[config.mk]
export PLATFORM = sky130hd
export DESIGN_NAME = alr_state_regs
export DESIGN_NICKNAME = d
export VERILOG_FILES = /design/src/alr_pkg.sv /design/src/alr_tick_div.sv /design/src/alr_ind_pattern.sv /design/src/alr_state_regs.sv
export SDC_FILE = /design/constraint.sdc
export NUM_CORES = 1
export LEC_CHECK = 0
export BUFFER_PORTS_ARGS = -buffer_cell sky130_fd_sc_hd__buf_2
export CAP_MARGIN = 20
export CORE_MARGIN = 8
export CORE_UTILIZATION = 30
export CTS_CLUSTER_DIAMETER = 120
export DETAILED_ROUTE_END_ITERATION = 6
export PLACE_DENSITY = 0.56
export SLEW_MARGIN = 20
export SYNTH_ARGS = -nofsm -noshare
export SYNTH_HDL_FRONTEND = slang
export SYNTH_SLANG_ARGS = --single-unit
[constraint.sdc]
create_clock -name CLK_SYS -period 5.2 [get_ports CLK_SYS]
set_clock_uncertainty 0.15 [all_clocks]
set_input_delay 0.26 -clock CLK_SYS [delete_from_list [all_inputs] [get_ports CLK_SYS]]
set_output_delay 0.26 -clock CLK_SYS [all_outputs]
set_load 0.005 [all_outputs]
[src/alr_pkg.sv]
/*
 * Constants, offsets and helpers for the application-layer state and
 * indicator register group. Assumes one 40 MHz core clock everywhere.
 */
`default_nettype none

package alr_pkg;

    // ---------------------------------------------------------------
    // Register offsets (byte addresses, words on even addresses)
    // ---------------------------------------------------------------
    localparam logic [15:0] ADDR_STATE_REQUEST = 16'h0120;
    localparam logic [15:0] ADDR_STATE_ACTUAL = 16'h0130;
    localparam logic [15:0] ADDR_STATUS_CODE = 16'h0134;
    localparam logic [15:0] ADDR_RUN_OVERRIDE = 16'h0138;
    localparam logic [15:0] ADDR_ERR_OVERRIDE = 16'h0139;

    // ---------------------------------------------------------------
    // Field positions and reset values
    // ---------------------------------------------------------------
    localparam int BIT_ERR_IND = 4;
    localparam int BIT_DEV_ID = 5;
    localparam int BIT_OVR_EN = 4;
    localparam logic [5:0] STATE_REQUEST_RESET = 6'h01;
    localparam logic [5:0] STATE_ACTUAL_RESET = 6'h01;
    localparam logic [15:0] STATUS_CODE_RESET = 16'h0000;
    localparam logic [4:0] OVERRIDE_RESET = 5'h00;

    // ---------------------------------------------------------------
    // State codes and indicator codes
    // ---------------------------------------------------------------
    localparam logic [3:0] ST_INIT = 4'h1;
    localparam logic [3:0] ST_PREOPERATIONAL_STATE = 4'h2;
    localparam logic [3:0] ST_BOOT = 4'h3;
    localparam logic [3:0] ST_SAFE_OPERATIONAL_STATE = 4'h4;
    localparam logic [3:0] ST_OP = 4'h8;
    localparam logic [3:0] IND_OFF = 4'h0;
    localparam logic [3:0] IND_FLASH1 = 4'h1;
    localparam logic [3:0] IND_BLINK = 4'hd;
    localparam logic [3:0] IND_FLICKER = 4'he;
    localparam logic [3:0] IND_ON = 4'hf;

    // ---------------------------------------------------------------
    // Timing: one pattern tick, patterns counted in ticks
    // ---------------------------------------------------------------
    localparam int unsigned CLK_HZ = 40_000_000;
    localparam int unsigned TICK_MS = 50;
    localparam int unsigned TICK_CYCLES = CLK_HZ / 1000 * TICK_MS;
    localparam logic [6:0] FLASH_PERIOD = 7'h08;
    localparam logic [6:0] FLASH_PAUSE = 7'h14;
    localparam logic [6:0] BLINK_PERIOD = 7'h08;
    localparam logic [6:0] FLICKER_PERIOD = 7'h02;
    localparam logic [2:0] ON_PHASES = 3'h4;

    function automatic logic state_valid(input logic [3:0] s);
        return (s == ST_INIT) || (s == ST_PREOPERATIONAL_STATE) || (s == ST_BOOT) ||
               (s == ST_SAFE_OPERATIONAL_STATE) || (s == ST_OP);
    endfunction

    function automatic logic [3:0] run_code_of_state(input logic [3:0] s);
        case (s)
            ST_SAFE_OPERATIONAL_STATE: return IND_FLASH1;
            ST_PREOPERATIONAL_STATE: return IND_BLINK;
            ST_BOOT: return IND_FLICKER;
            ST_OP: return IND_ON;
            default: return IND_OFF;
        endcase
    endfunction

endpackage

`default_nettype wire

[src/alr_tick_div.sv]
/*
 * Divider making a one-cycle tick every DIV core clocks.
 * Assumes the same clock and reset as the register group.
 */
`timescale 1ns/1ps
`default_nettype none

module alr_tick_div
    import alr_pkg::*;
#(
    parameter int unsigned DIV = TICK_CYCLES
) (
    input wire logic clk,
    input wire logic rst_b,
    output logic tick
);

    localparam int CW = (DIV > 2) ? $clog2(DIV) : 1;

    if (DIV < 2) begin : g_check
        $error("alr_tick_div: DIV must be at least 2");
    end

    typedef struct packed {
        logic [CW-1:0] cnt;
        logic tick;
    } alr_div_t;

    alr_div_t r;
    alr_div_t next_r;

    always_comb begin
        next_r = r;
        next_r.tick = 1'b0;
        if (r.cnt == CW'(DIV - 1)) begin
            next_r.cnt = '0;
            next_r.tick = 1'b1;
        end else begin
            next_r.cnt = r.cnt + CW'(1);
        end
    end

    always_ff @(posedge clk or negedge rst_b) begin
        if (!rst_b) begin
            r <= '0;
        end else begin
            r <= next_r;
        end
    end

    assign tick = r.tick;

endmodule // alr_tick_div

`default_nettype wire

[src/alr_ind_pattern.sv]
/*
 * Indicator pattern generator: turns a 4-bit code into a lamp level.
 * Assumes a one-cycle tick enable from a divider on the same clock.
 */
`timescale 1ns/1ps
`default_nettype none

module alr_ind_pattern
    import alr_pkg::*;
(
    input wire logic clk,
    input wire logic rst_b,
    input wire logic tick,
    input wire logic [3:0] code,
    output logic level
);

    typedef struct packed {
        logic [6:0] phase;
        logic level;
    } alr_pat_t;

    alr_pat_t r;
    alr_pat_t next_r;

    always_comb begin
        logic [6:0] len;
        logic [6:0] ph;
        len = 7'h01;
        ph = r.phase;
        next_r = r;
        case (code)
            IND_OFF, IND_ON: len = 7'h01;
            IND_BLINK: len = BLINK_PERIOD;
            IND_FLICKER: len = FLICKER_PERIOD;
            default: len = 7'({3'h0, code} * FLASH_PERIOD) + FLASH_PAUSE;
        endcase
        // Wrap also catches a phase left over from a longer code
        if (tick) begin
            ph = ph + 7'h01;
        end
        if (ph >= len) begin
            ph = 7'h00;
        end
        next_r.phase = ph;
        case (code)
            IND_OFF: next_r.level = 1'b0;
            IND_ON: next_r.level = 1'b1;
            IND_BLINK: next_r.level = (ph < {4'h0, ON_PHASES});
            IND_FLICKER: next_r.level = ~ph[0];
            default: begin
                next_r.level = (ph < 7'({3'h0, code} * FLASH_PERIOD)) &&
                               (ph[2:0] < ON_PHASES);
            end
        endcase
    end

    always_ff @(posedge clk or negedge rst_b) begin
        if (!rst_b) begin
            r <= '0;
        end else begin
            r <= next_r;
        end
    end

    assign level = r.level;

endmodule // alr_ind_pattern

`default_nettype wire

[src/alr_state_regs.sv]
/*
 * Application-layer state request/actual, status code and indicator
 * override registers, reached from the network side and the local host.
 * Assumes both access ports and all side inputs run on CLK_SYS.
 */
`timescale 1ns/1ps
`default_nettype none

// How it works
// Request field bits 3:0 code states 1,3,2,4,8; resets to Init.
// Request bit 4 acknowledges the error flag in the actual register.
// Request bit 5 asks for the identification value to be loaded.
// Without emulation, a network write blocks further writes until host access.
// Mailbox is empty after reset; network may write at once.
// Access to either byte of the request word works the mailbox.
// With emulation, network writes always land and copy into actual.
// Without write-ack, host read clears host event bit 0; writes ignored.
// With write-ack, host write clears host event bit 0; value dropped.
// Actual bits 3:0 report state with the request coding; reset Init.
// Actual bit 4 is the error flag, set by local action.
// Actual bit 5 reports the identification value is loaded.
// Host writes actual only without emulation; otherwise it mirrors requests.
// Network read of actual clears network event bit 3.
// Host should not read the actual register; it owns it.
// Status code resets to zero; host read/write, network read only.
// Run override code drives the run lamp while bit 4 enabled.
// A valid change of actual state clears the run override enable.
// Override reads return the code now driving the lamp.
// Error override code drives the error lamp while bit 4 enabled.
// A new error condition clears the error override enable.
// Lamp timing comes from a local divider of the core clock.
module alr_state_regs
    import alr_pkg::*;
#(
    parameter int unsigned TICK_DIV = TICK_CYCLES
) (
    input wire logic CLK_SYS,
    input wire logic RST_B,
    input wire logic NET_RD,
    input wire logic NET_WR,
    input wire logic [15:0] NET_ADDR,
    input wire logic [1:0] NET_BE,
    input wire logic [15:0] NET_WDATA,
    output logic [15:0] NET_RDATA,
    output logic NET_RVALID,
    input wire logic HOST_RD,
    input wire logic HOST_WR,
    input wire logic [15:0] HOST_ADDR,
    input wire logic [1:0] HOST_BE,
    input wire logic [15:0] HOST_WDATA,
    output logic [15:0] HOST_RDATA,
    output logic HOST_RVALID,
    input wire logic EMULATION,
    input wire logic WR_ACK_MODE,
    input wire logic ERR_NEW,
    input wire logic [3:0] ERR_AUTO_CODE,
    output logic NET_EVT_CLEAR_STATUS,
    output logic HOST_EVT_CLEAR_CONTROL,
    output logic CONTROL_PENDING,
    output logic RUN_INDICATOR,
    output logic ERROR_INDICATOR
);

    // ---------------------------------------------------------------
    // State
    // ---------------------------------------------------------------
    typedef struct packed {
        logic [5:0] ctrl;
        logic mbox_full;
        logic [5:0] stat;
        logic [15:0] code;
        logic [4:0] run_ovr;
        logic [4:0] err_ovr;
        logic [15:0] net_rdata;
        logic net_rvalid;
        logic [15:0] host_rdata;
        logic host_rvalid;
        logic net_evt_clr;
        logic host_evt_clr;
        logic run_out;
        logic err_out;
    } alr_regs_t;

    localparam alr_regs_t REGS_RESET = '{
        ctrl: STATE_REQUEST_RESET,
        mbox_full: 1'b0,
        stat: STATE_ACTUAL_RESET,
        code: STATUS_CODE_RESET,
        run_ovr: OVERRIDE_RESET,
        err_ovr: OVERRIDE_RESET,
        default: '0
    };

    alr_regs_t r;
    alr_regs_t next_r;

    // ---------------------------------------------------------------
    // Decode helpers
    // ---------------------------------------------------------------
    function automatic logic hit(input logic [15:0] addr,
                                 input logic [1:0] be,
                                 input logic [15:0] base);
        return (addr[15:1] == base[15:1]) && (be != 2'b00);
    endfunction

    // override words return the code in force
    function automatic logic [15:0] rd_mux(input logic [15:0] addr,
                                           input alr_regs_t s,
                                           input logic [3:0] run_code,
                                           input logic [3:0] err_code);
        logic [15:0] d;
        d = 16'h0000;
        if (addr[15:1] == ADDR_STATE_REQUEST[15:1]) begin
            d = {10'h000, s.ctrl};
        end else if (addr[15:1] == ADDR_STATE_ACTUAL[15:1]) begin
            d = {10'h000, s.stat};
        end else if (addr[15:1] == ADDR_STATUS_CODE[15:1]) begin
            d = s.code;
        end else if (addr[15:1] == ADDR_RUN_OVERRIDE[15:1]) begin
            d = {3'h0, s.err_ovr[BIT_OVR_EN], err_code,
                 3'h0, s.run_ovr[BIT_OVR_EN], run_code};
        end
        return d;
    endfunction

    // ---------------------------------------------------------------
    // Indicator timing and codes in force
    // ---------------------------------------------------------------
    logic tick, run_level, err_level;
    logic [3:0] run_code, err_code;
    // run code in force
    assign run_code = r.run_ovr[BIT_OVR_EN] ? r.run_ovr[3:0] :
                      run_code_of_state(r.stat[3:0]);
    // error code in force
    assign err_code = r.err_ovr[BIT_OVR_EN] ? r.err_ovr[3:0] :
                      ERR_AUTO_CODE;
    // shared lamp divider
    alr_tick_div #(
        .DIV(TICK_DIV)
    ) u_div (
        .clk(CLK_SYS),
        .rst_b(RST_B),
        .tick(tick)
    );
    alr_ind_pattern u_run (
        .clk(CLK_SYS),
        .rst_b(RST_B),
        .tick(tick),
        .code(run_code),
        .level(run_level)
    );
    alr_ind_pattern u_err (
        .clk(CLK_SYS),
        .rst_b(RST_B),
        .tick(tick),
        .code(err_code),
        .level(err_level)
    );

    // ---------------------------------------------------------------
    // Access qualification
    // ---------------------------------------------------------------
    logic net_ctrl_wr, host_ctrl_ack, net_stat_rd, stat_change;
    logic [5:0] new_stat;
    // blocked while full; R5 full clears at reset; R7 always open
    assign net_ctrl_wr = NET_WR && hit(NET_ADDR, NET_BE, ADDR_STATE_REQUEST) &&
                         (EMULATION || !r.mbox_full);
    // either byte lane counts; R8 read, R9 write acknowledges
    assign host_ctrl_ack = hit(HOST_ADDR, HOST_BE, ADDR_STATE_REQUEST) &&
                           ((HOST_RD && !WR_ACK_MODE) ||
                            (HOST_WR && WR_ACK_MODE));
    assign net_stat_rd = NET_RD && hit(NET_ADDR, NET_BE, ADDR_STATE_ACTUAL);

    always_comb begin
        new_stat = r.stat;
        // emulation copy; R13 host write only without emulation
        if (EMULATION) begin
            if (net_ctrl_wr && NET_BE[0]) begin
                new_stat = NET_WDATA[5:0];
            end
        end else if (HOST_WR && HOST_BE[0] &&
                     hit(HOST_ADDR, HOST_BE, ADDR_STATE_ACTUAL)) begin
            // error and identification flags owned by host
            new_stat = HOST_WDATA[5:0];
        end
    end

    // valid state value that differs from the current one
    assign stat_change = (new_stat != r.stat) && state_valid(new_stat[3:0]);

    // ---------------------------------------------------------------
    // Next state
    // ---------------------------------------------------------------
    always_comb begin
        next_r = r;
        next_r.net_rvalid = NET_RD;
        next_r.host_rvalid = HOST_RD;
        if (NET_RD) begin
            next_r.net_rdata = rd_mux(NET_ADDR, r, run_code, err_code);
        end
        if (HOST_RD) begin
            next_r.host_rdata = rd_mux(HOST_ADDR, r, run_code, err_code);
        end
        // request fields; upper byte is reserved
        // host writes never store into the request word
        if (net_ctrl_wr && NET_BE[0]) begin
            next_r.ctrl = NET_WDATA[5:0];
        end
        // new write fills; set wins over a same-cycle acknowledge
        if (net_ctrl_wr && !EMULATION) begin
            next_r.mbox_full = 1'b1;
        end else if (host_ctrl_ack || EMULATION) begin
            next_r.mbox_full = 1'b0;
        end
        next_r.host_evt_clr = host_ctrl_ack;
        // actual state register
        next_r.stat = new_stat;
        // event clear on network read
        next_r.net_evt_clr = net_stat_rd;
        // host-only writes, per byte lane
        if (HOST_WR && hit(HOST_ADDR, HOST_BE, ADDR_STATUS_CODE)) begin
            if (HOST_BE[0]) begin
                next_r.code[7:0] = HOST_WDATA[7:0];
            end
            if (HOST_BE[1]) begin
                next_r.code[15:8] = HOST_WDATA[15:8];
            end
        end
        // Both sides write overrides; the network wins a tie
        if (HOST_WR && hit(HOST_ADDR, HOST_BE, ADDR_RUN_OVERRIDE)) begin
            if (HOST_BE[0]) begin
                next_r.run_ovr = HOST_WDATA[4:0];
            end
            if (HOST_BE[1]) begin
                next_r.err_ovr = HOST_WDATA[12:8];
            end
        end
        if (NET_WR && hit(NET_ADDR, NET_BE, ADDR_RUN_OVERRIDE)) begin
            if (NET_BE[0]) begin
                next_r.run_ovr = NET_WDATA[4:0];
            end
            if (NET_BE[1]) begin
                next_r.err_ovr = NET_WDATA[12:8];
            end
        end
        // state change returns run lamp to automatic
        if (stat_change) begin
            next_r.run_ovr[BIT_OVR_EN] = 1'b0;
        end
        // new error returns error lamp to automatic
        if (ERR_NEW) begin
            next_r.err_ovr[BIT_OVR_EN] = 1'b0;
        end
        next_r.run_out = run_level;
        next_r.err_out = err_level;
    end

    always_ff @(posedge CLK_SYS or negedge RST_B) begin
        if (!RST_B) begin
            r <= REGS_RESET;
        end else begin
            r <= next_r;
        end
    end

    assign NET_RDATA = r.net_rdata;
    assign NET_RVALID = r.net_rvalid;
    assign HOST_RDATA = r.host_rdata;
    assign HOST_RVALID = r.host_rvalid;
    assign NET_EVT_CLEAR_STATUS = r.net_evt_clr;
    assign HOST_EVT_CLEAR_CONTROL = r.host_evt_clr;
    assign CONTROL_PENDING = r.mbox_full;
    assign RUN_INDICATOR = r.run_out;
    assign ERROR_INDICATOR = r.err_out;

    logic [5:0] net_wlow;
    logic host_ctrl_wr;
    assign net_wlow = NET_WDATA[5:0];
    assign host_ctrl_wr = HOST_WR && hit(HOST_ADDR, HOST_BE, ADDR_STATE_REQUEST);
endmodule // alr_state_regs

`default_nettype wire

==> key figures, run 1 <==
Floorplanning
  – Die Area: 0.0267 mm²
  – Std-Cell Core Area: 0.0216 mm²
  – Row cnt: 54
  – IO Pins: 120
  – Initial Utilization: 30.2%
  – Die height: 163 µm
  – Die width: 163 µm

Worst setup path
  – Worst path required time: 5370 ps
  – Crit start category: flop
  – Arr. time, crit path: 4490 ps
  – CP Capture Type: flop
  – Kind of critical path: reg2reg
  – CP Max Fanout: 10

Clocking
  – Clock-pin slew on the worst setup and hold paths: 60 ps
  – CTS Buf Count: 17
  – Clk buf depth: 2
  – CTS tree: built
  – Resize count post-CTS: 0
  – CTS root buf: clkbuf_16
  – Clk_lat worst skew: 420 ps
  – Htree depth: 4
  – # clock sinks: 115

Place
  – Dpl cell area: 0.00711 mm²
  – Dpl hpwl: 12800 µm
  – Number of placed instances, taps included: 1006
  – Placer Congestion: 0.790
  – Port-buffer cells: 112

GRT
  – GRT Total Usage: 13.5%
  – Initial antenna violation count: 0
  – Gr ovfl total: 0
  – First-pass GRT wire length: 28400 µm
  – Vias in the first global route: 5410
  – Largest net degree at the start of global routing: 71

Cells and area
  – Final instance area: 0.00794 mm²
  – Most frequent cells in the layout: dfrtp_1 (113), buf_2 (111), nor2_1 (68), nand2_1 (51), inv_1 (38)
  – Finished Layout Cells: 1063
  – Share of cells above drive strength 1: 23.9%
  – Fin util: 36.9%
  – Area grow syn2layout: 21.9%
  – Commonest non-fill, non-tap cell in the layout: dfrtp_1
  – Layout net count: 875

Synth
  – Synthesized instance count: 665
  – Post-synth top flop: dfrtp_1
  – Syn avg cell area: 9.80 µm²
  – EDFF count, synth: 0
  – Sequential area share after synthesis: 44.2%
  – Mapped Nets: 771
  – Async SR Flop Fraction: 100%
  – Mapped cell area: 0.00651 mm²
  – Yosys reg bits: 115
  – Synth Warn #: 0
  – Synth cell types: 67

Timing
  – Post-route clock period utilization: 83.2%
  – Final Hold Fails: 0
  – Rel. slew slack: 35.0%
  – # setup viols final: 0
  – Worst Tran Pin Value: 964 ps
  – Period minus WS final: 4330 ps
  – Unrepaired setup endpoints after global routing: no
  – Fmax: 231 MHz
  – Slew Viols, Final: 0
  – Min Hold Slack: 22.8 ps
  – Setup TNS: 0 ps

Route
  – DRC: 0
  – Avg WL per Cell: 16.4 µm
  – Via Count: 5327
  – Post-route ant nets: 0
  – Vias per std cell: 5.01
  – Detailed Route Iter0 Violations: 440
  – Drt pass-1 iters: 5
  – WL final: 17400 µm

Worst hold path
  – HP Class: in2reg

Run status
  – Outcome: complete, no violations

Power and ir drop
  – Sw power: 0.552 mW
  – Sequential Power Share: 40.8%
  – Lkg Pwr: 3.73 nW
  – Comb power frac: 7.8%
  – Power share of the clock group: 51.4%
  – Sw Ratio: 24.4%
  – PwrDens: 285 mW/mm²
  – Internal power: 1.71 mW
  – Peak supply drop: 0.000188 V

Job
  – Maximum capacitance violations: 0
[sequential cells by signal, summed over array words and instances (netlist names)]
| name | cells |
|---|---|
| u_err.level | 1 |
| u_err.r | 7 |
| NET_RVALID | 1 |
| u_run.level | 1 |
| u_run.r | 7 |
| u_div.r | 21 |
| u_div.tick | 1 |
| RUN_INDICATOR | 1 |
| NET_EVT_CLEAR_STATUS | 1 |
| HOST_RVALID | 1 |
| NET_RDATA | 16 |
| ERROR_INDICATOR | 1 |
| HOST_RDATA | 16 |
| HOST_EVT_CLEAR_CONTROL | 1 |
| r | 38 |
| CONTROL_PENDING | 1 |
[final cells by class]
cell class	instances	area [µm²]
well taps	280	350
clock buffers	19	443
inverters	38	143
fillers	2122	13600
flip-flops and latches	115	2880
multi-input cells	457	3140
diodes	1	2.50
repair buffers	140	833
clock inverters	13	148
[worst max-delay path, cell delays in order (launching register included)]
cell and delay, ps:
dfrtp_1 510, nor2b_1 220, a21o_1 190, a22oi_1 450, inv_1 210, ha_1 330, nand2_1 50, ha_1 280
a211o_1 160, a21oi_1 70, nor3_1 660, nor2_1 130, ha_1 350, a21oi_1 150, o211ai_1 110, o2bb2ai_1 220
[layer usage]
metal	global-route usage, %	vias up	wire length [µm]
li1	-	2584	-
met3	3.81	15	1080
met1	18.1	2602	8200
met2	20.6	126	8000
met5	0	-	0
met4	4.00	0	155
[power groups by stage]
stage	Sequential, mW	Combinational, mW	Clock [mW]
after floorplan	0.938	0.0839	0
after global placement	0.941	0.163	0
after detailed placement	0.941	0.166	0
after CTS	0.926	0.179	1.19
after global routing	0.927	0.199	1.23
final	0.926	0.176	1.16
[cell families after synthesis]
family / count (synthesis) / synth area share, %
xor gates and xnor gates: 39 / 5.24
AOI/OAI and AO/OA: 133 / 14.3
and+or+nand+nor: 219 / 17.0
adders and majority gates: 25 / 4.80
buffers and inverters: 93 / 7.62
DFF: 115 / 44.2
muxes: 41 / 6.82
[path summary, 6_finish.rpt]
check / depth (start not counted) / to / start / slack (ps)
hold / removal: 3 / r[68]$_DFF_PN0_ / HOST_WDATA[4] / 20
min in group asynchronous: 2 / u_div.r[2]$_DFF_PN0_ / RST_B / 360
setup reg to reg: 15 / u_run.level$_DFF_PN0_ / r[65]$_DFF_PN0_ / 870
hold reg to reg: 0 / RUN_INDICATOR$_DFF_PN0_ / u_run.level$_DFF_PN0_ / 200
setup / recovery: 15 / u_run.level$_DFF_PN0_ / r[65]$_DFF_PN0_ / 870
max in group asynchronous: 3 / HOST_RDATA[7]$_DFFE_PN0P_ / RST_B / 3340
[cells in the mapped netlist (4+ instances only)]
cell type,n,area share (%)
dfrtp_1,113,43
nor2_1,68,3.9
nand2_1,51,2.9
inv_1,38,2.2
buf_4,33,3.8
nand3_1,30,2.3
mux2_2,27,4.7
a21oi_1,26,2.0
xor2_1,26,3.5
ha_1,25,4.8
o21ai_0,21,1.6
clkbuf_1,16,0.92
a22oi_1,15,1.7
mux2i_1,14,2.2
xnor2_1,13,1.7
a222oi_1,11,1.7
a31oi_1,10,0.96
a21o_1,8,0.92
nand4_1,8,0.77
nor2b_1,8,0.77
nor3_1,8,0.61
nor4_1,7,0.67
o22ai_1,6,0.58
a211oi_1,5,0.58
and3_1,5,0.48
a221oi_1,4,0.54
buf_2,4,0.31
nand2b_1,4,0.38
nor4b_1,4,0.54
[metrics by stage]
step | power, mW | setup WS [ps]
global placement | 1.10 | 964
CTS | 2.30 | 915
floorplan | 1.02 | 1500
finish | 2.27 | 874
detailed placement | 1.11 | 943
global route | 2.36 | 358
[what timing repair did]
item,in CTS,in global routing
setup buffers,0,0
hold endpoints to repair,90,0
hold buffers,24,0
(Power assumes the default switching activity.)
==> run 2: changes to the inputs <==
--- a/config.mk
+++ b/config.mk
@@ -5,6 +5,7 @@
 export SDC_FILE = /design/constraint.sdc
 export NUM_CORES = 1
 export LEC_CHECK = 0
+export ABC_AREA = 1
 export BUFFER_PORTS_ARGS = -buffer_cell sky130_fd_sc_hd__buf_2
 export CAP_MARGIN = 20
 export CORE_MARGIN = 8
==> constraint.sdc (replaced) <==
create_clock -name CLK_SYS -period 4.1 [get_ports CLK_SYS]
set_clock_uncertainty 0.15 [all_clocks]
set_input_delay 0.205 -clock CLK_SYS [delete_from_list [all_inputs] [get_ports CLK_SYS]]
set_output_delay 0.205 -clock CLK_SYS [all_outputs]
set_load 0.005 [all_outputs]
==> run 2 against run 1 <==
  * Via count increased by 20%
  * Final area is 11% higher
  * Power up 47%
  * Global-route usage increased by 1.1 points
  * Register-to-register slack worse by 590 ps
  * Clock power is 28% higher
  * Area after synthesis grew 8.7%
  * Critical path depth grew 4
  * Sequential cell count did not move
==> key figures, run 2 <==
Run status
  – Outcome: complete, no violations

Timing
  – Setup TNS: 0 ps
  – Final Hold Fails: 0
  – # setup viols final: 0
  – Worst Tran Pin Value: 802 ps
  – Slew Viols, Final: 0
  – Unrepaired setup endpoints after global routing: no
  – Period minus WS final: 3820 ps
  – Fmax: 262 MHz
  – Rel. slew slack: 46.5%
  – Post-route clock period utilization: 93.2%

Route
  – Avg WL per Cell: 14.9 µm
  – DRC: 0
  – Detailed Route Iter0 Violations: 473
  – WL final: 20400 µm
  – Post-route ant nets: 0
  – Drt pass-1 iters: 5
  – Vias per std cell: 4.69
  – Via Count: 6410

Cells and area
  – Layout net count: 1141
  – Share of cells above drive strength 1: 21.5%
  – Most frequent cells in the layout: nand2_1 (182), inv_1 (122), dfrtp_1 (113), buf_2 (111), nor2_1 (84)
  – Biggest regs: r: 38 flops, u_div.r: 21 flops
  – Commonest non-fill, non-tap cell in the layout: nand2_1
  – Largest register FFs: 38
  – Fillers: 2415
  – Fin util: 37.8%
  – Area grow syn2layout: 24.4%
  – Reg area: 0.00288 mm²
  – Area of the multi-input gates: 0.00340 mm²
  – Top reg by flops: r
  – Antenna Cells: 0

GRT
  – Initial antenna violation count: 0
  – GRT Total Usage: 14.5%
  – First-pass GRT wire length: 32900 µm
  – Vias in the first global route: 6145
  – Largest net degree at the start of global routing: 63
  – Gr ovfl total: 0

Synth
  – Largest family of logic cells by synthesized area: simple AND/OR/NAND/NOR gates
  – Post-synthesis adder-cell area fraction: 4.42%
  – Synth area leader: dfrtp_1
  – Post-synth top flop: dfrtp_1
  – Post-synthesis compound-gate area fraction: 12.3%
  – Synthesized instance count: 906
  – Syn avg cell area: 7.82 µm²
  – Most common library cells after synthesis: nand2_1 (182), inv_1 (122), dfrtp_1 (113)
  – Mux contribution to synthesized area: 2.05%
  – Synth Warn #: 0
  – XOR/XNOR Fraction of Synth Area: 2.35%
  – Top cells by area, synth: dfrtp_1 (40%), nand2_1 (9.6%), inv_1 (6.5%), nand3_1 (4.5%), nor2_1 (4.5%)
  – Yosys top cell area share: 39.9%
  – EDFF count, synth: 0
  – Yosys reg bits: 115
  – Top-count cell post-synth: nand2_1
  – Mapped Nets: 1012
  – Mapped cell area: 0.00708 mm²
  – Synth cell types: 54
  – Simple-gate share of the synthesized area: 26.4%
  – Async SR Flop Fraction: 100%
  – Sequential area share after synthesis: 40.7%

Floorplanning
  – Die Area: 0.0288 mm²
  – Die height: 170 µm
  – IO Pins: 120
  – Row cnt: 56
  – Initial Utilization: 30.4%
  – Std-Cell Core Area: 0.0233 mm²
  – Die width: 170 µm

Clocking
  – Clk buf depth: 2
  – CTS root buf: clkbuf_16
  – CTS tree: built
  – Clk_lat worst skew: 420 ps
  – Clock-pin slew on the worst setup and hold paths: 60 ps
  – # clock sinks: 115
  – Htree depth: 4
  – CTS Buf Count: 17

Worst setup path
  – Buffers & Inverters on Critical Path: 3
  – Arr. time, crit path: 4030 ps
  – Reg2Reg Depth: 19
  – FF-to-FF End: u_err.level$_DFF_PN0_
  – Critical path, cell by cell: inv_2 -> or2_1 -> o21ai_2 -> inv_2 -> nand3_1 -> o21ai_2 -> nor3_4 -> inv_2 -> or2_1 -> ha_1 -> nand2_1 -> nor2_1 -> a211oi_1 -> nand2_1 -> nor2_1 -> ha_1 -> a211oi_1 -> nand3_1 -> nand2_1
  – Critical path startpoint: r[42]$_DFF_PN0_
  – CP Max Fanout: 7
  – Kind of critical path: reg2reg
  – CP Capture Type: flop
  – Slowest stage cell, crit path: dfrtp_1
  – Crit path to: u_err.level$_DFF_PN0_
  – R2r startpoint: r[42]$_DFF_PN0_
  – Reg-to-reg slack, setup: 280 ps
  – Worst path depth: 19
  – Cell family with most CP delay: simple AND/OR/NAND/NOR gates
  – Max stage delay on crit path: 500 ps
  – Worst path required time: 4310 ps
  – Crit start category: flop

Job
  – Maximum capacitance violations: 0

Worst hold path
  – HP Class: in2reg

Power and ir drop
  – Lkg Pwr: 4.41 nW
  – Peak supply drop: 0.000273 V
  – PwrDens: 379 mW/mm²

Place
  – Dpl hpwl: 15800 µm
  – Placer Congestion: 0.843
  – Port-buffer cells: 112
run 2: power by group:
group	total, mW	leakage [nW]	switching (mW)	internal [mW]
clock network	1.48	0.270	0.551	0.924
registers	1.22	1.57	0.0372	1.19
logic	0.638	2.57	0.384	0.254
run 2: repair_timing:
item | 4_1_cts | 5_1_grt
resized for setup | 0 | 6
hold buffers | 37 | 0
setup endpoints to repair | 0 | 1
endpoints found under the hold margin | 89 | 0
setup buffers | 0 | 4
run 2: kinds of logic (layout without fill, tap and decap cells):
logic type / Yosys count / in the layout
xor+xnor: 19 / 19
flops: 115 / 115
compound gates: 144 / 144
simple gates: 403 / 403
buf+inv: 187 / 329
mux: 13 / 13
fa+ha+maj: 25 / 25
run 2: layout make-up:
| cell class | instances | area share, % |
|---|---|---|
| Clock inverter | 12 | 1.51 |
| Timing Repair Buffer | 160 | 11.7 |
| Sequential cell | 115 | 32.7 |
| Clock buffer | 20 | 5.18 |
| Tap cell | 319 | 4.53 |
| Inverter | 137 | 5.86 |
| Multi-Input combinational cell | 604 | 38.6 |
run 2: routing by layer:
metal	share of wire [%]	up-vias	global-route usage, %	wire [µm]
met4	1.7	0	4.39	347
met2	47	166	23.1	9520
met1	45	3018	19.0	9270
li1	-	3202	-	-
met5	0	-	0	0
met3	6.2	24	3.86	1260
run 2: worst min path at each step:
stage | slack (ps) | start | end | depth (start not counted)
6_report | 30 | NET_BE[0] | r[73]$_DFFE_PN0P_ | 3
5_1_grt | 40 | NET_BE[0] | r[73]$_DFFE_PN0P_ | 3
4_1_cts | 10 | NET_BE[0] | r[73]$_DFFE_PN0P_ | 3
3_5_place_dp | 160 | RST_B | RUN_INDICATOR$_DFF_PN0_ | 1
3_3_place_gp | 160 | RST_B | u_err.r[6]$_DFF_PN0_ | 1
2_1_floorplan | -240 | RST_B | CONTROL_PENDING$_DFFE_PN0P_ | 0
run 2: per-stage QoR:
| stage | worst slack, ps | total power, mW | instances | hold slack, ps | area (µm²) |
|---|---|---|---|---|---|
| floorplan | 577 | 1.63 | 906 | -241 | 7080 |
| CTS | 270 | 3.34 | 1363 | 11.1 | 8750 |
| global placement | 315 | 1.82 | 1294 | 162 | 7790 |
| finish | 280 | 3.34 | 1367 | 29.7 | 8810 |
| detailed placement | 291 | 1.84 | 1294 | 158 | 7790 |
| global route | 3.45 | 3.52 | 1367 | 44.4 | 8810 |
run 2: worst reg2reg max path, cell delays in order, from the launching register on:
cell and delay (ps):
dfrtp_1 500, inv_2 110, or2_1 230, o21ai_2 170
inv_2 100, nand3_1 110, o21ai_2 80, nor3_4 250
inv_2 70, or2_1 220, ha_1 290, nand2_1 90
nor2_1 50, a211oi_1 180, nand2_1 220, nor2_1 250
ha_1 280, a211oi_1 250, nand3_1 100, nand2_1 70
==> run 3: changes to the inputs <==
--- a/config.mk
+++ b/config.mk
@@ -5,7 +5,6 @@
 export SDC_FILE = /design/constraint.sdc
 export NUM_CORES = 1
 export LEC_CHECK = 0
-export ABC_AREA = 1
 export BUFFER_PORTS_ARGS = -buffer_cell sky130_fd_sc_hd__buf_2
 export CAP_MARGIN = 20
 export CORE_MARGIN = 8
==> constraint.sdc (replaced) <==
create_clock -name CLK_SYS -period 4.1 [get_ports CLK_SYS]
set_clock_uncertainty 0.15 [all_clocks]
set_input_delay 0.41 -clock CLK_SYS [delete_from_list [all_inputs] [get_ports CLK_SYS]]
set_output_delay 0.41 -clock CLK_SYS [all_outputs]
set_load 0.005 [all_outputs]
==> run 3 against run 2 <==
  * The flow now finishes with violations (hold timing)
  * Final area down 11%
  * Via count down 17%
  * Sequential share of layout area up 4.2 points
  * Final cell count is 23% lower
  * Die area down 7.3%
  * Largest power group unchanged
  * Critical path depth fell by 3
  * Highest routed layer is now met5
  * Clock power about the same
  * Power down 14%
==> key figures, run 3 (synthesis results as in run 1) <==
GRT
  – GRT Total Usage: 13.4%
  – Gr ovfl total: 0
  – Vias in the first global route: 5344
  – Initial antenna violation count: 1
  – First-pass GRT wire length: 28400 µm
  – Largest net degree at the start of global routing: 69

Cells and area
  – Area of the multi-input gates: 0.00315 mm²
  – Commonest non-fill, non-tap cell in the layout: dfrtp_1
  – Most frequent cells in the layout: dfrtp_1 (112), buf_2 (111), nor2_1 (68), nand2_1 (51), inv_1 (38)
  – Reg area: 0.00288 mm²
  – Layout net count: 862
  – Fillers: 2184
  – Largest register FFs: 38
  – Area grow syn2layout: 19.9%
  – Finished Layout Cells: 1049
  – Antenna Cells: 0
  – Share of cells above drive strength 1: 26.1%
  – Top reg by flops: r
  – Biggest regs: r: 38 flops, u_div.r: 21 flops

Worst setup path
  – Slowest stage cell, crit path: dfrtp_1
  – Crit start category: flop
  – CP Capture Type: flop
  – Kind of critical path: reg2reg
  – Critical path, cell by cell: buf_4 -> o21ai_0 -> o311ai_0 -> o21a_1 -> nand2_1 -> mux2_2 -> nand2_1 -> ha_1 -> a211o_1 -> a211oi_1 -> nor3_2 -> nor2_1 -> ha_1 -> a21oi_1 -> o211ai_1 -> o2bb2ai_1
  – Arr. time, crit path: 3980 ps
  – Cell family with most CP delay: compound AO/OA/AOI/OAI gates
  – CP Max Fanout: 7
  – Max stage delay on crit path: 410 ps
  – Buffers & Inverters on Critical Path: 1
  – Worst path required time: 4280 ps

Timing
  – Post-route clock period utilization: 92.7%
  – Worst Tran Pin Value: 924 ps
  – # setup viols final: 0
  – Final Hold Fails: 26
  – Unrepaired setup endpoints after global routing: no
  – Min Hold Slack: -36.6 ps
  – Rel. slew slack: 37.8%
  – Fmax: 263 MHz
  – Setup TNS: 0 ps
  – Period minus WS final: 3800 ps
  – Slew Viols, Final: 0

Clocking
  – Htree depth: 4
  – # clock sinks: 115
  – Clock-pin slew on the worst setup and hold paths: 60 ps
  – CTS root buf: clkbuf_16
  – CTS tree: built
  – CTS Buf Count: 17
  – Clk buf depth: 2
  – Clk_lat worst skew: 410 ps
  – Post-CTS Setup Bufs: 0

Floorplanning
  – Die width: 163 µm
  – Die height: 163 µm
  – Initial Utilization: 30.2%
  – IO Pins: 120
  – Die Area: 0.0267 mm²
  – Std-Cell Core Area: 0.0216 mm²
  – Row cnt: 54

Power and ir drop
  – Lkg Pwr: 3.70 nW
  – Peak supply drop: 0.000191 V
  – PwrDens: 366 mW/mm²

Worst hold path
  – HP Class: in2async

Job
  – Maximum capacitance violations: 0

Route
  – Via Count: 5289
  – Vias per std cell: 5.04
  – Avg WL per Cell: 16.7 µm
  – DRC: 0
  – Post-route ant nets: 0
  – WL final: 17500 µm
  – Detailed Route Iter0 Violations: 479
  – Drt pass-1 iters: 5

Run status
  – Outcome: complete, but fails checks
  – Failing checks: hold timing

Place
  – Placer Congestion: 0.812
  – Number of placed instances, taps included: 1016
  – Dpl hpwl: 13200 µm
  – Port-buffer cells: 112
-- run 3: cell types whose count changed in the layout (fill, tap and decap cells not counted), sizes merged, moves of 14 or more --
| cell | change |
|---|---|
| inv | -94 |
| nand2 | -137 |
| o21ai | -37 |
| nand3 | -40 |
| mux2 | +15 |
| a22oi | +14 |
| dlygate4sd3 | -36 |
| nor2 | -27 |
-- run 3: final cells by class --
cell class	count	area share, %
flip-flops and latches	115	36.9
clock inverters	14	1.95
inverters	38	1.83
clock buffers	18	5.62
well taps	280	4.49
multi-input cells	457	40.4
repair buffers	127	8.84
-- run 3: path summary, 6_finish.rpt --
kind / from / to / slack, ps / cells past startpoint
worst max-delay path: r[65]$_DFF_PN0_ / u_run.level$_DFF_PN0_ / 300 / 16
worst min-delay path: RST_B / u_div.r[18]$_DFF_PN0_ / -40 / 1
worst max register to register: r[65]$_DFF_PN0_ / u_run.level$_DFF_PN0_ / 300 / 16
worst min register to register: u_run.level$_DFF_PN0_ / RUN_INDICATOR$_DFF_PN0_ / 200 / 0
max in group asynchronous: RST_B / r[64]$_DFF_PN1_ / 3030 / 2
min in group CLK_SYS: HOST_WDATA[15] / r[63]$_DFFE_PN0P_ / 80 / 2
-- run 3: power breakdown --
part / total [mW] / switching [mW] / internal (mW)
logic: 0.211 / 0.127 / 0.0840
registers: 1.17 / 0.0144 / 1.16
clock network: 1.47 / 0.555 / 0.917
-- run 3: what timing repair did --
action / 4_1_cts / 5_1_grt
endpoints found under the hold margin: 1 / 0
gates resized for setup: 0 / 3
setup endpoints to repair: 0 / 2
hold buffers: 1 / 0
-- run 3: worst reg2reg max path, delay by kind of cell, from the launching register on --
family	cells	cell delay (ps)
AND/OR/NAND/NOR	4	470
multiplexers	1	380
buffers and inverters	1	190
AO/OA/AOI/OAI	8	1600
flip-flops	1	410
adder cells (fa/ha/maj)	2	500
-- run 3: per-layer routing --
| metal | GRT usage (%) | share of wire, % |
|---|---|---|
| met3 | 3.70 | 7.1 |
| met2 | 21.1 | 47 |
| met1 | 17.5 | 45 |
| met5 | 0 | 0.046 |
| met4 | 4.50 | 1.4 |
-- run 3: metrics by stage --
step	total power, mW	hold slack [ps]	setup WS [ps]	cell area (µm²)	util, %
2_1_floorplan	1.30	-35.6	396	6520	-
3_3_place_gp	1.40	185	218	7200	33.4
3_5_place_dp	1.41	187	103	7200	33.4
4_1_cts	2.90	9.12	87.0	7800	36.2
5_1_grt	2.98	43.8	8.73	7810	36.2
6_report	2.86	-36.6	300	7810	36.2
